<file path="src/hw/can_lp_pkg.sv">
// constants, register map and state type of the can low-power controller
package can_lp_pkg;

	localparam int unsigned REG_W = 16;
	localparam int unsigned BUF_N = 32;
	localparam int unsigned IRQ_N = 35;

	// register word addresses
	localparam logic [3:0] ADDR_CFG      = 4'h0;
	localparam logic [3:0] ADDR_ESR      = 4'h1;
	localparam logic [3:0] ADDR_IMASK_HI = 4'h2;
	localparam logic [3:0] ADDR_IMASK_LO = 4'h3;

	// module_config_register fields
	localparam int unsigned CFG_STOP      = 15;
	localparam int unsigned CFG_SOFT_RST  = 14;
	localparam int unsigned CFG_SELF_WAKE = 13;
	localparam int unsigned CFG_APS       = 12;
	localparam int unsigned CFG_NOT_RDY   = 11;
	localparam int unsigned CFG_WAKE_MASK = 10;
	localparam int unsigned CFG_STOP_ACK  = 9;
	localparam int unsigned CFG_HALT      = 8;
	localparam int unsigned CFG_ERR_MASK  = 7;
	localparam int unsigned CFG_BOFF_MASK = 6;

	// error and status register fields
	localparam int unsigned ESR_STOPPED  = 0;
	localparam int unsigned ESR_BUS_OFF  = 1;
	localparam int unsigned ESR_WAKE_INT = 2;

	// interrupt vector positions above the message buffers
	localparam int unsigned IRQ_BOFF = 32;
	localparam int unsigned IRQ_ERR  = 33;
	localparam int unsigned IRQ_WAKE = 34;

	localparam logic        HALT_RST  = 1'b1;
	localparam logic        RECESSIVE = 1'b1;
	localparam logic [3:0]  SYNC_BITS = 4'd11;
	localparam logic [15:0] ZERO16    = 16'h0000;

	typedef enum logic [2:0] {
		ST_RUN,
		ST_RESYNC,
		ST_WAIT_BUS,
		ST_WAIT_INT,
		ST_STOPPED
	} lp_state_e;

endpackage

</file>
<file path="src/hw/lp_link_if.sv">
// signals between the low-power core and its edge and gating helpers
`timescale 1ns/1ps
`default_nettype none
interface lp_link_if;
	logic rx_level;
	logic fall;
	logic aps_en;
	logic gate_ok;
	logic gate_off;
	logic gate_woke;

	modport edge_mp (input rx_level, output fall);
	modport gate_mp (input aps_en, input gate_ok, output gate_off,
		output gate_woke);
	modport core_mp (output rx_level, input fall, output aps_en,
		output gate_ok, input gate_off, input gate_woke);
endinterface
`default_nettype wire

</file>
<file path="src/hw/can_bus_edge.sv">
// recessive-to-dominant edge detector on the raw bus receive level
`timescale 1ns/1ps
`default_nettype none
module can_bus_edge (
	input  wire logic clk_i,
	input  wire logic rst_n_i,
	lp_link_if.edge_mp lnk
);
	logic prev_q;

	// runs on the free bus-interface clock, so it works while stopped
	always_ff @(posedge clk_i or negedge rst_n_i) begin
		if (!rst_n_i) begin
			prev_q <= can_lp_pkg::RECESSIVE;
		end else begin
			prev_q <= lnk.rx_level;
		end
	end

	assign lnk.fall = (prev_q == can_lp_pkg::RECESSIVE) &&
		(lnk.rx_level != can_lp_pkg::RECESSIVE);
endmodule
`default_nettype wire

</file>
<file path="src/hw/can_auto_gate.sv">
// automatic idle clock gating decision
`timescale 1ns/1ps
`default_nettype none
module can_auto_gate (
	input  wire logic clk_i,
	input  wire logic rst_n_i,
	lp_link_if.gate_mp lnk
);
	logic off_q;

	// combinational so the clock restarts in the cycle a condition fails
	assign lnk.gate_off = lnk.aps_en && lnk.gate_ok;

	always_ff @(posedge clk_i or negedge rst_n_i) begin
		if (!rst_n_i) begin
			off_q <= 1'b0;
		end else begin
			off_q <= lnk.gate_off;
		end
	end

	assign lnk.gate_woke = off_q && !lnk.gate_off;
endmodule
`default_nettype wire

</file>
<file path="src/hw/can_low_power_control.sv">
// low-power control of a can controller: stop mode, self-wake, auto gating
//
// Design decisions made here: strobed register access and the placing of the registers.
`timescale 1ns/1ps
`default_nettype none
module can_low_power_control (
	input  wire logic        clk_sys_i,
	input  wire logic        reset_n_i,
	input  wire logic [3:0]  reg_addr_i,
	input  wire logic [15:0] reg_wdata_i,
	input  wire logic        reg_wr_i,
	input  wire logic        reg_rd_i,
	output logic      [15:0] reg_rdata_o,
	input  wire logic        can_rx_i,
	output logic             can_tx_o,
	input  wire logic        core_tx_i,
	output logic             core_rx_o,
	input  wire logic        bit_tick_i,
	input  wire logic        bus_idle_i,
	input  wire logic        int3_recessive_i,
	input  wire logic        internal_busy_i,
	input  wire logic        frame_active_i,
	input  wire logic        buf_move_i,
	input  wire logic        tx_pending_i,
	input  wire logic        bus_off_i,
	input  wire logic [31:0] buf_irq_i,
	input  wire logic        err_irq_i,
	input  wire logic        boff_irq_i,
	output logic             clk_en_o,
	output logic             halt_o,
	output logic             sync_lost_o,
	output logic             wake_sof_o,
	output logic             arb_inhibit_o,
	output logic             resync_edge_o,
	output logic             boff_freeze_o,
	output logic             soft_rst_o,
	output logic      [34:0] irq_o
);
	logic rst_meta_q;
	logic rst_n_q;

	// reset release through two flops
	always_ff @(posedge clk_sys_i or negedge reset_n_i) begin
		if (!reset_n_i) begin
			rst_meta_q <= 1'b0;
			rst_n_q    <= 1'b0;
		end else begin
			rst_meta_q <= 1'b1;
			rst_n_q    <= rst_meta_q;
		end
	end

	function automatic logic hit(input logic [3:0] a,
		input logic [3:0] ref_a);
		hit = (a == ref_a);
	endfunction

	lp_link_if lnk ();

	can_bus_edge u_edge (
		.clk_i   (clk_sys_i),
		.rst_n_i (rst_n_q),
		.lnk     (lnk.edge_mp)
	);

	can_auto_gate u_gate (
		.clk_i   (clk_sys_i),
		.rst_n_i (rst_n_q),
		.lnk     (lnk.gate_mp)
	);

	can_lp_pkg::lp_state_e state_q, state_d;
	logic        stop_q, stop_d;
	logic        halt_q, halt_d;
	logic        self_wake_q;
	logic        aps_q;
	logic        wake_mask_q;
	logic        err_mask_q;
	logic        boff_mask_q;
	logic [31:0] imask_q;
	logic        wake_int_q;
	logic        sw_latched_q, sw_latched_d;
	logic [3:0]  sync_cnt_q, sync_cnt_d;
	logic        soft_rst_q;
	logic        fix_pend_q;
	logic        resync_q;
	logic        wake_sof_q;
	logic        arb_inh_q;
	logic [15:0] rdata_q;
	logic [34:0] irq_q;

	wire stopped     = (state_q == can_lp_pkg::ST_STOPPED);
	wire host_access = reg_wr_i || reg_rd_i;
	wire wr_cfg      = reg_wr_i && hit(reg_addr_i, can_lp_pkg::ADDR_CFG);
	wire wr_esr      = reg_wr_i && hit(reg_addr_i, can_lp_pkg::ADDR_ESR);
	wire wr_imh      = reg_wr_i &&
		hit(reg_addr_i, can_lp_pkg::ADDR_IMASK_HI);
	wire wr_iml      = reg_wr_i &&
		hit(reg_addr_i, can_lp_pkg::ADDR_IMASK_LO);
	wire bus_fall    = lnk.fall;
	wire not_rdy     = stopped || halt_q;
	wire stop_wait   = (state_q == can_lp_pkg::ST_RESYNC) ||
		(state_q == can_lp_pkg::ST_WAIT_BUS) ||
		(state_q == can_lp_pkg::ST_WAIT_INT);
	// with self-wake on, an edge before the ack leaves no stop entry at all
	wire early_wake  = stop_wait && stop_q && self_wake_q && bus_fall;
	wire edge_wake   = stopped && sw_latched_q && bus_fall;
	wire stop_hw_clr = early_wake || edge_wake;
	wire wake_set    = stopped && bus_fall;
	wire recess_bit  = bit_tick_i && (can_rx_i == can_lp_pkg::RECESSIVE);

	assign lnk.rx_level = can_rx_i;
	assign lnk.aps_en   = aps_q;
	assign lnk.gate_ok  = !frame_active_i && !buf_move_i &&
		!tx_pending_i && !host_access &&
		!halt_q && !stop_q && !bus_off_i;

	// stop request sequence
	always_comb begin
		state_d      = state_q;
		sync_cnt_d   = sync_cnt_q;
		sw_latched_d = sw_latched_q;
		halt_d       = halt_q;
		case (state_q)
			can_lp_pkg::ST_RUN: begin
				sync_cnt_d = 4'h0;
				if (stop_q && halt_q) begin
					halt_d  = 1'b0;
					state_d = can_lp_pkg::ST_RESYNC;
				end else if (stop_q) begin
					state_d = can_lp_pkg::ST_WAIT_BUS;
				end
			end
			can_lp_pkg::ST_RESYNC: begin
				if (recess_bit) begin
					sync_cnt_d = sync_cnt_q + 4'h1;
				end else if (bit_tick_i) begin
					sync_cnt_d = 4'h0;
				end
				if (!stop_q || early_wake) begin
					state_d = can_lp_pkg::ST_RUN;
				end else if (sync_cnt_q == can_lp_pkg::SYNC_BITS) begin
					state_d = can_lp_pkg::ST_WAIT_BUS;
				end
			end
			can_lp_pkg::ST_WAIT_BUS: begin
				if (!stop_q || early_wake) begin
					state_d = can_lp_pkg::ST_RUN;
				end else if (bus_idle_i || int3_recessive_i) begin
					state_d = can_lp_pkg::ST_WAIT_INT;
				end
			end
			can_lp_pkg::ST_WAIT_INT: begin
				if (!stop_q || early_wake) begin
					state_d = can_lp_pkg::ST_RUN;
				end else if (!internal_busy_i) begin
					state_d      = can_lp_pkg::ST_STOPPED;
					sw_latched_d = self_wake_q;
				end
			end
			can_lp_pkg::ST_STOPPED: begin
				if (!stop_q || edge_wake) begin
					state_d      = can_lp_pkg::ST_RUN;
					sw_latched_d = 1'b0;
				end
			end
			default: begin
				state_d = can_lp_pkg::ST_RUN;
			end
		endcase
		if (wr_cfg) begin
			halt_d = reg_wdata_i[can_lp_pkg::CFG_HALT];
		end
		if (state_q == can_lp_pkg::ST_RUN && stop_q && halt_q) begin
			halt_d = 1'b0;
		end
	end

	// hardware clear of stop wins over a host write in the same cycle
	always_comb begin
		stop_d = stop_q;
		if (wr_cfg) begin
			stop_d = reg_wdata_i[can_lp_pkg::CFG_STOP];
		end
		if (stop_hw_clr) begin
			stop_d = 1'b0;
		end
	end

	// soft reset acts one cycle after the write and clears the state, control, mask and wake flag registers as a hard reset does
	always_ff @(posedge clk_sys_i or negedge rst_n_q) begin
		if (!rst_n_q) begin
			soft_rst_q <= 1'b0;
		end else begin
			soft_rst_q <= wr_cfg && reg_wdata_i[can_lp_pkg::CFG_SOFT_RST];
		end
	end

	always_ff @(posedge clk_sys_i or negedge rst_n_q) begin
		if (!rst_n_q) begin
			state_q      <= can_lp_pkg::ST_RUN;
			stop_q       <= 1'b0;
			halt_q       <= can_lp_pkg::HALT_RST;
			sw_latched_q <= 1'b0;
			sync_cnt_q   <= 4'h0;
		end else if (soft_rst_q) begin
			state_q      <= can_lp_pkg::ST_RUN;
			stop_q       <= 1'b0;
			halt_q       <= can_lp_pkg::HALT_RST;
			sw_latched_q <= 1'b0;
			sync_cnt_q   <= 4'h0;
		end else begin
			state_q      <= state_d;
			stop_q       <= stop_d;
			halt_q       <= halt_d;
			sw_latched_q <= sw_latched_d;
			sync_cnt_q   <= sync_cnt_d;
		end
	end

	// control bits and masks written by software
	always_ff @(posedge clk_sys_i or negedge rst_n_q) begin
		if (!rst_n_q) begin
			self_wake_q <= 1'b0;
			aps_q       <= 1'b0;
			wake_mask_q <= 1'b0;
			err_mask_q  <= 1'b0;
			boff_mask_q <= 1'b0;
			imask_q     <= 32'h0000_0000;
		end else if (soft_rst_q) begin
			self_wake_q <= 1'b0;
			aps_q       <= 1'b0;
			wake_mask_q <= 1'b0;
			err_mask_q  <= 1'b0;
			boff_mask_q <= 1'b0;
			imask_q     <= 32'h0000_0000;
		end else begin
			if (wr_cfg) begin
				self_wake_q <= reg_wdata_i[can_lp_pkg::CFG_SELF_WAKE];
				aps_q       <= reg_wdata_i[can_lp_pkg::CFG_APS];
				wake_mask_q <= reg_wdata_i[can_lp_pkg::CFG_WAKE_MASK];
				err_mask_q  <= reg_wdata_i[can_lp_pkg::CFG_ERR_MASK];
				boff_mask_q <= reg_wdata_i[can_lp_pkg::CFG_BOFF_MASK];
			end
			if (wr_imh) begin
				imask_q[31:16] <= reg_wdata_i;
			end
			if (wr_iml) begin
				imask_q[15:0] <= reg_wdata_i;
			end
		end
	end

	// wake flag: write one to clear, a new edge wins over the clear
	always_ff @(posedge clk_sys_i or negedge rst_n_q) begin
		if (!rst_n_q) begin
			wake_int_q <= 1'b0;
		end else if (soft_rst_q) begin
			wake_int_q <= 1'b0;
		end else begin
			wake_int_q <= wake_set || (wake_int_q &&
				!(wr_esr && reg_wdata_i[can_lp_pkg::ESR_WAKE_INT]));
		end
	end

	// wake bookkeeping for the protocol engine
	always_ff @(posedge clk_sys_i or negedge rst_n_q) begin
		if (!rst_n_q) begin
			wake_sof_q <= 1'b0;
			arb_inh_q  <= 1'b0;
			fix_pend_q <= 1'b0;
			resync_q   <= 1'b0;
		end else begin
			wake_sof_q <= edge_wake;
			if (edge_wake) begin
				arb_inh_q <= 1'b1;
			end else if (bus_idle_i) begin
				arb_inh_q <= 1'b0;
			end
			resync_q <= fix_pend_q && bus_fall;
			if (edge_wake || lnk.gate_woke) begin
				fix_pend_q <= 1'b1;
			end else if (bus_fall) begin
				fix_pend_q <= 1'b0;
			end
		end
	end

	// read port stays on the free clock even while stopped
	wire [15:0] cfg_rd = {stop_q, 1'b0, self_wake_q, aps_q, not_rdy,
		wake_mask_q, stopped, halt_q, err_mask_q, boff_mask_q, 6'h00};
	wire [15:0] esr_rd = {13'h0000, wake_int_q, bus_off_i, stopped};
	wire [15:0] rd_mux =
		hit(reg_addr_i, can_lp_pkg::ADDR_CFG)      ? cfg_rd :
		hit(reg_addr_i, can_lp_pkg::ADDR_ESR)      ? esr_rd :
		hit(reg_addr_i, can_lp_pkg::ADDR_IMASK_HI) ? imask_q[31:16] :
		hit(reg_addr_i, can_lp_pkg::ADDR_IMASK_LO) ? imask_q[15:0] :
		can_lp_pkg::ZERO16;

	always_ff @(posedge clk_sys_i or negedge rst_n_q) begin
		if (!rst_n_q) begin
			rdata_q <= 16'h0000;
		end else begin
			rdata_q <= reg_rd_i ? rd_mux : can_lp_pkg::ZERO16;
		end
	end

	// per-source gating of the interrupt vector
	wire [34:0] irq_d = {
		wake_int_q && wake_mask_q,
		err_irq_i && err_mask_q,
		boff_irq_i && boff_mask_q,
		buf_irq_i & imask_q
	};

	always_ff @(posedge clk_sys_i or negedge rst_n_q) begin
		if (!rst_n_q) begin
			irq_q <= 35'h0_0000_0000;
		end else begin
			irq_q <= irq_d;
		end
	end

	assign reg_rdata_o   = rdata_q;
	assign irq_o         = irq_q;
	// outside stop the tx pin follows the core with no added latency
	assign can_tx_o      = stopped ? can_lp_pkg::RECESSIVE : core_tx_i;
	assign core_rx_o     = stopped ? can_lp_pkg::RECESSIVE : can_rx_i;
	assign clk_en_o      = !stopped && !lnk.gate_off;
	assign sync_lost_o   = stopped;
	assign halt_o        = halt_q;
	assign wake_sof_o    = wake_sof_q;
	assign arb_inhibit_o = arb_inh_q;
	assign resync_edge_o = resync_q;
	assign boff_freeze_o = stopped && bus_off_i;
	assign soft_rst_o    = soft_rst_q;
endmodule
`default_nettype wire

</file>
<file path="config.mk">
export PLATFORM = sky130hd
export DESIGN_NAME = can_low_power_control
export DESIGN_NICKNAME = d
export VERILOG_FILES = /design/src/hw/can_lp_pkg.sv /design/src/hw/lp_link_if.sv /design/src/hw/can_bus_edge.sv /design/src/hw/can_auto_gate.sv /design/src/hw/can_low_power_control.sv
export SDC_FILE = /design/constraint.sdc
export NUM_CORES = 1
export LEC_CHECK = 0
export ABC_AREA = 1
export BUFFER_PORTS_ARGS = -buffer_cell sky130_fd_sc_hd__buf_2
export CAP_MARGIN = 10
export CORE_ASPECT_RATIO = 2
export CORE_UTILIZATION = 34
export DETAILED_ROUTE_END_ITERATION = 7
export HOLD_SLACK_MARGIN = 0.08
export PLACE_DENSITY_LB_ADDON = 0.08
export SETUP_SLACK_MARGIN = 0.05
export SYNTH_ARGS = -nofsm -noshare
export SYNTH_HDL_FRONTEND = slang
export SYNTH_HIERARCHICAL = 1
export SYNTH_SLANG_ARGS = --single-unit
export TNS_END_PERCENT = 20
</file>
<file path="constraint.sdc">
create_clock -name clk_sys_i -period 3.95 [get_ports clk_sys_i]
set_input_delay 0.79 -clock clk_sys_i [delete_from_list [all_inputs] [get_ports clk_sys_i]]
set_output_delay 0.79 -clock clk_sys_i [all_outputs]
set_load 0.1 [all_outputs]
</file>
Word-level counts from Yosys, hierarchy flattened
Index checks and enable logic that the tools add are counted.

Muxes and demuxes: 53. Equality and inequality tests: 16. Bitwise operators: 2. Reduce and logical (&&, ||, !) cells: 68. $add $sub $neg: 1.

Operators by type and width (count): 2-to-1 mux 16 bit (7); AND 32 bit (1); logical AND 1 bit (32); 2-to-1 mux 32 bit (1); 2-to-1 mux 3 bit (10); 2-to-1 mux 1 bit (29); one-hot mux 3 bit (5 select lines) (1); 2-to-1 mux 4 bit (3); logical NOT 1 bit (10); logical OR 1 bit (10); nonzero test 2 bit (5); nonzero test 3 bit (3); == test 4 x 2 -> 1 bit (second input constant) (2); inequality test 4 x 2 -> 1 bit (second input constant) (2); inequality test 4 bit (second input constant) (2); one-hot mux 4 bit (2 select lines) (1); nonzero test 4 bit (2); == test 3 x 2 -> 1 bit (second input constant) (2); inequality test 3 bit (second input constant) (2); AND reduction 5 bit (1); adder 4 x 1 -> 4 bit (second input constant) (1); == test 4 x 1 -> 1 bit (second input constant) (1); == test 4 bit (second input constant) (1); logical NOT 4 bit (1); other kinds (9) (10).

Bits of input ports: 68. Output and inout bits: 61. Logic and storage cells: 164. Register bits: 108.

Longest topological paths before layout
Depth after elaboration: 12. Mapped depth: 11.

Hierarchy
The synthesis kept the hierarchy.

By module, submodules not included: can_low_power_control (seq. area each 2653.8 um2, times used 1, area an instance 4488.1 um2, cells an instance 498); can_auto_gate (seq. area each 25.0 um2, times used 1, area an instance 45.0 um2, cells an instance 5); can_bus_edge (seq. area each 26.3 um2, times used 1, area an instance 36.3 um2, cells an instance 3).

Least setup slack after synthesis
OpenSTA, ideal clock, no wires.

Path type: in2out. Start point: in reg_rd_i. End point: out clk_en_o. Slack: 0.637 ns. Stages: 7. Path buffers: 1. Data arrival time: 2.523 ns. Cells stage by stage: inv_1 > clkbuf_1 > nand4_1 > nor3_1 > nand2_1 > inv_1 > nor2_1.

Cells in the longest elaborated chain, start to end: 9.

RTL lines: start: declaration (line can_low_power_control.sv:12) `input wire logic reg_rd_i,`; logical OR 1 bit (line can_low_power_control.sv:93) `wire host_access = reg_wr_i || reg_rd_i;`; logical NOT 1 bit (line can_low_power_control.sv:115) `!tx_pending_i && !host_access &&`; logical AND 1 bit (2 in a row) (line can_low_power_control.sv:115); logical AND 1 bit (2 in a row) (line can_low_power_control.sv:116) `!halt_q && !stop_q && !bus_off_i;`; net lnk.gate_ok (line lp_link_if.sv:8) `logic gate_ok;`; logical AND 1 bit (line can_auto_gate.sv:12) `assign lnk.gate_off = lnk.aps_en && lnk.gate_ok;`; net lnk.gate_off (line lp_link_if.sv:9) `logic gate_off;`; logical NOT 1 bit (line can_low_power_control.sv:329) `assign clk_en_o = !stopped && !lnk.gate_off;`; logical AND 1 bit (line can_low_power_control.sv:329); end: declaration (line can_low_power_control.sv:29) `output logic clk_en_o,`.

The timed path passes the listed nets, and every way through them passes these cells.

Final worst setup path
Start point: in buf_move_i. End point: out clk_en_o.

Cells in the longest elaborated chain, start to end: 10.

RTL lines: start: declaration (line can_low_power_control.sv:23) `input wire logic buf_move_i,`; logical NOT 1 bit (line can_low_power_control.sv:114) `assign lnk.gate_ok = !frame_active_i && !buf_move_i &&`; logical AND 1 bit (2 in a row) (line can_low_power_control.sv:114); logical AND 1 bit (2 in a row) (line can_low_power_control.sv:115); logical AND 1 bit (2 in a row) (line can_low_power_control.sv:116); net lnk.gate_ok (line lp_link_if.sv:8); logical AND 1 bit (line can_auto_gate.sv:12); net lnk.gate_off (line lp_link_if.sv:9); logical NOT 1 bit (line can_low_power_control.sv:329); logical AND 1 bit (line can_low_power_control.sv:329).

The timed path passes the listed nets, and every way through them passes these cells.

==> flow_metrics.py <==
metrics = {
    "worst_setup_path": {
        "r2r-end": "state_q[0]",
        "cp_max_fo": 2,
        "reg2reg_setup_slack_ns": 2.23,
        "crit_arrival_ns": 2.00,
        "worst-r2r-cell-count": 9,
        "end_kind": "primary output",
        "critical_path_class": "input pin to primary output",
        "worstPathRequired_ns": 3.16,
        "rr_startpoint": "soft_rst_o",
        "crit_path_start": "buf_move_i",
        "startpoint_type": "input pin",
    },
    "detailed_routing": {
        "wl_mm": 12.25,
        "vias_per_cell": 4.564,
        "drt_iter0_markers": 172,
        "routedWlPerCell_um": 15.41,
        "num_vias": 3628,
        "drtAntennaViolNets": 0,
        "drtPass1Iterations": 6,
        "drc": 19,
    },
    "grt": {
        "gr-total-overflow": 0,
        "grt_pass1_wl_mm": 19.80,
        "antenna_found_initial": 0,
        "grt_max_degree": 42,
        "grtUsageTotal": 0.1864,
        "grt_pass1_vias": 3838,
    },
    "logic_synthesis": {
        "synth_cells": 506,
        "ys_seq_elements": 108,
        "async_flop_share": 1.000,
        "synth-seq-area-share": 0.5920,
        "ys.flop_type": "dfrtp_1",
        "synth.distinct_cells": 40,
        "synth_warnings": 6,
        "synth_edf_count": 0,
        "avgSynthCellArea_sq_um": 9.030,
        "syn_nets": 575,
        "synth.cell_area_sq_um": 4569,
    },
    "clock_network": {
        "cts_setup_buffers": 0,
        "cts_sinks": 108,
        "clk_pin_slew_ns": 0.07,
        "insertion_delay_ns": 0.35,
        "cts_buffer_depth": 2,
        "h-tree-depth": 3,
        "cts_hold_buf": 0,
        "cts_tree": "done",
        "cts_made_buffers": 9,
        "cts-resized-gates": 0,
        "cts_root_buffer": "clkbuf_16",
    },
    "run": {
        "drv_cap": 0,
    },
    "sta": {
        "worst_pin_slew_ns": 0.7378,
        "setup-tns-final_ns": 0,
        "clock-skew-final_ns": 0.009701,
        "final-max-slew-violation-count": 0,
        "relSlewSlack": 0.5062,
        "finalCritPeriodShare": 0.7064,
        "fin_crit_ns": 2.790,
        "rsz0062_at_grt": "false",
        "setup_violations": 0,
        "fmax_mhz": 358.4,
        "finalHoldViolCount": 0,
        "setup_slack_ns": 1.160,
    },
    "placed_design": {
        "dp_hpwl_mm": 9.008,
        "gp_congestion": 0.8405,
        "dp_slack_ns": 1.182,
        "portBuffers": 128,
    },
    "die": {
        "chipWidth_um": 83.98,
        "die_h_um": 165.9,
        "num_rows": 59,
        "boundaryPins": 129,
        "start_util": 0.3497,
        "core_area_sq_um": 13070,
        "dieArea_sq_um": 13940,
    },
    "layout": {
        "diodes": 0,
        "drive_above_1_share": 0.2737,
        "final_cell_mix": "buf_2, nand2_1, dfrtp_1, inv_1, o21ai_0",
        "nNetsFinal": 707,
        "area_growth_pct": 23.85,
        "final_common_cell": "buf_2",
    },
    "pwr": {
        "vdd_drop_max_mv": 0.2302,
        "power_density_nw_per_um2": 587.7,
        "p_leak_nw": 3.338,
    },
    "outcome": {
        "status": "finished, violations left",
        "violations": "DRC",
    },
    "min_path": {
        "hold_path.class": "input pin to asynchronous set/reset pin",
    },
}
==> final cells by class <==
type | count | area (sq um)
clock inverters | 6 | 55.05
fillers | 1325 | 7407
well taps | 152 | 190.2
flip-flops and latches | 108 | 2709
clock buffers | 10 | 239.0
multi-input cells | 286 | 1409
repair buffers | 132 | 670.6
inverters | 101 | 386.6
==> worst max-delay path by stage <==
stage	endpoint	slack, ns
finish	clk_en_o	1.16
CTS	clk_en_o	1.17
global placement	clk_en_o	1.23
global route	clk_en_o	1.02
detailed placement	clk_en_o	1.18
floorplan	clk_en_o	0.64
==> critical path, cell delays in order <==
cell,delay [ns]
buf_2,0.10
nor3_1,0.24
nand4_1,0.12
nor3_1,0.25
nand2_1,0.09
inv_1,0.07
nor2_1,0.04
buf_2,0.29
==> cell usage after synthesis (all sizes together) (4+ instances only) <==
cell	number	area, sq um
nand3	28	170.2
o22ai	5	31.28
nor2	40	167.7
a21oi	16	83.83
o21ai	41	216.5
buf	7	48.79
inv	101	386.6
nand2	126	505.5
dfrtp	106	2653
nor3	5	25.02
mux2	6	67.56
clkbuf	4	20.02
nand4	4	25.02
==> per-layer routing <==
layer | part of all wire | track usage
met5 | 0 | 0
met3 | 0.042 | 0.03131
met4 | 0.012 | 0.05697
met2 | 0.56 | 0.3528
met1 | 0.38 | 0.2090
==> where the power goes <==
group / switching (mW) / internal [mW] / total, mW
sequential: 0.146 / 1.29 / 1.44
combinational: 0.786 / 0.213 / 0.999
clock: 0.434 / 0.458 / 0.892
total: 1.37 / 1.96 / 3.33
==> registers in the layout, summed over array words and instances (netlist names), 3 cells and up <==
register / flops
reg_rdata_o: 16
imask_q: 32
sync_cnt_q: 4
irq_o: 35
state_q: 3
==> through the flow <==
step	utilization	total power [mW]	hold slack (ns)	std cells	instance area, sq um
CTS	0.4331	3.369	0.2007	795	5659
detailed placement	0.4106	2.467	0.3101	779	5365
global route	0.4331	3.517	0.1972	795	5659
finish	0.4331	3.326	0.2122	795	5659
floorplan	-	2.223	0.3312	506	4569
global placement	0.4106	2.456	0.2970	779	5365
==> cells by family after synthesis <==
| family | count (synthesis) | share of synthesized area |
|---|---|---|
| other | 1 | 0.0008207 |
| DFF | 108 | 0.5920 |
| adders and majority gates | 1 | 0.002738 |
| buffers and inverters | 112 | 0.09967 |
| AOI/OAI and AO/OA | 69 | 0.08571 |
| muxes | 6 | 0.01479 |
| and+or+nand+nor | 209 | 0.2043 |
Power figures use the tool's default switching activity.
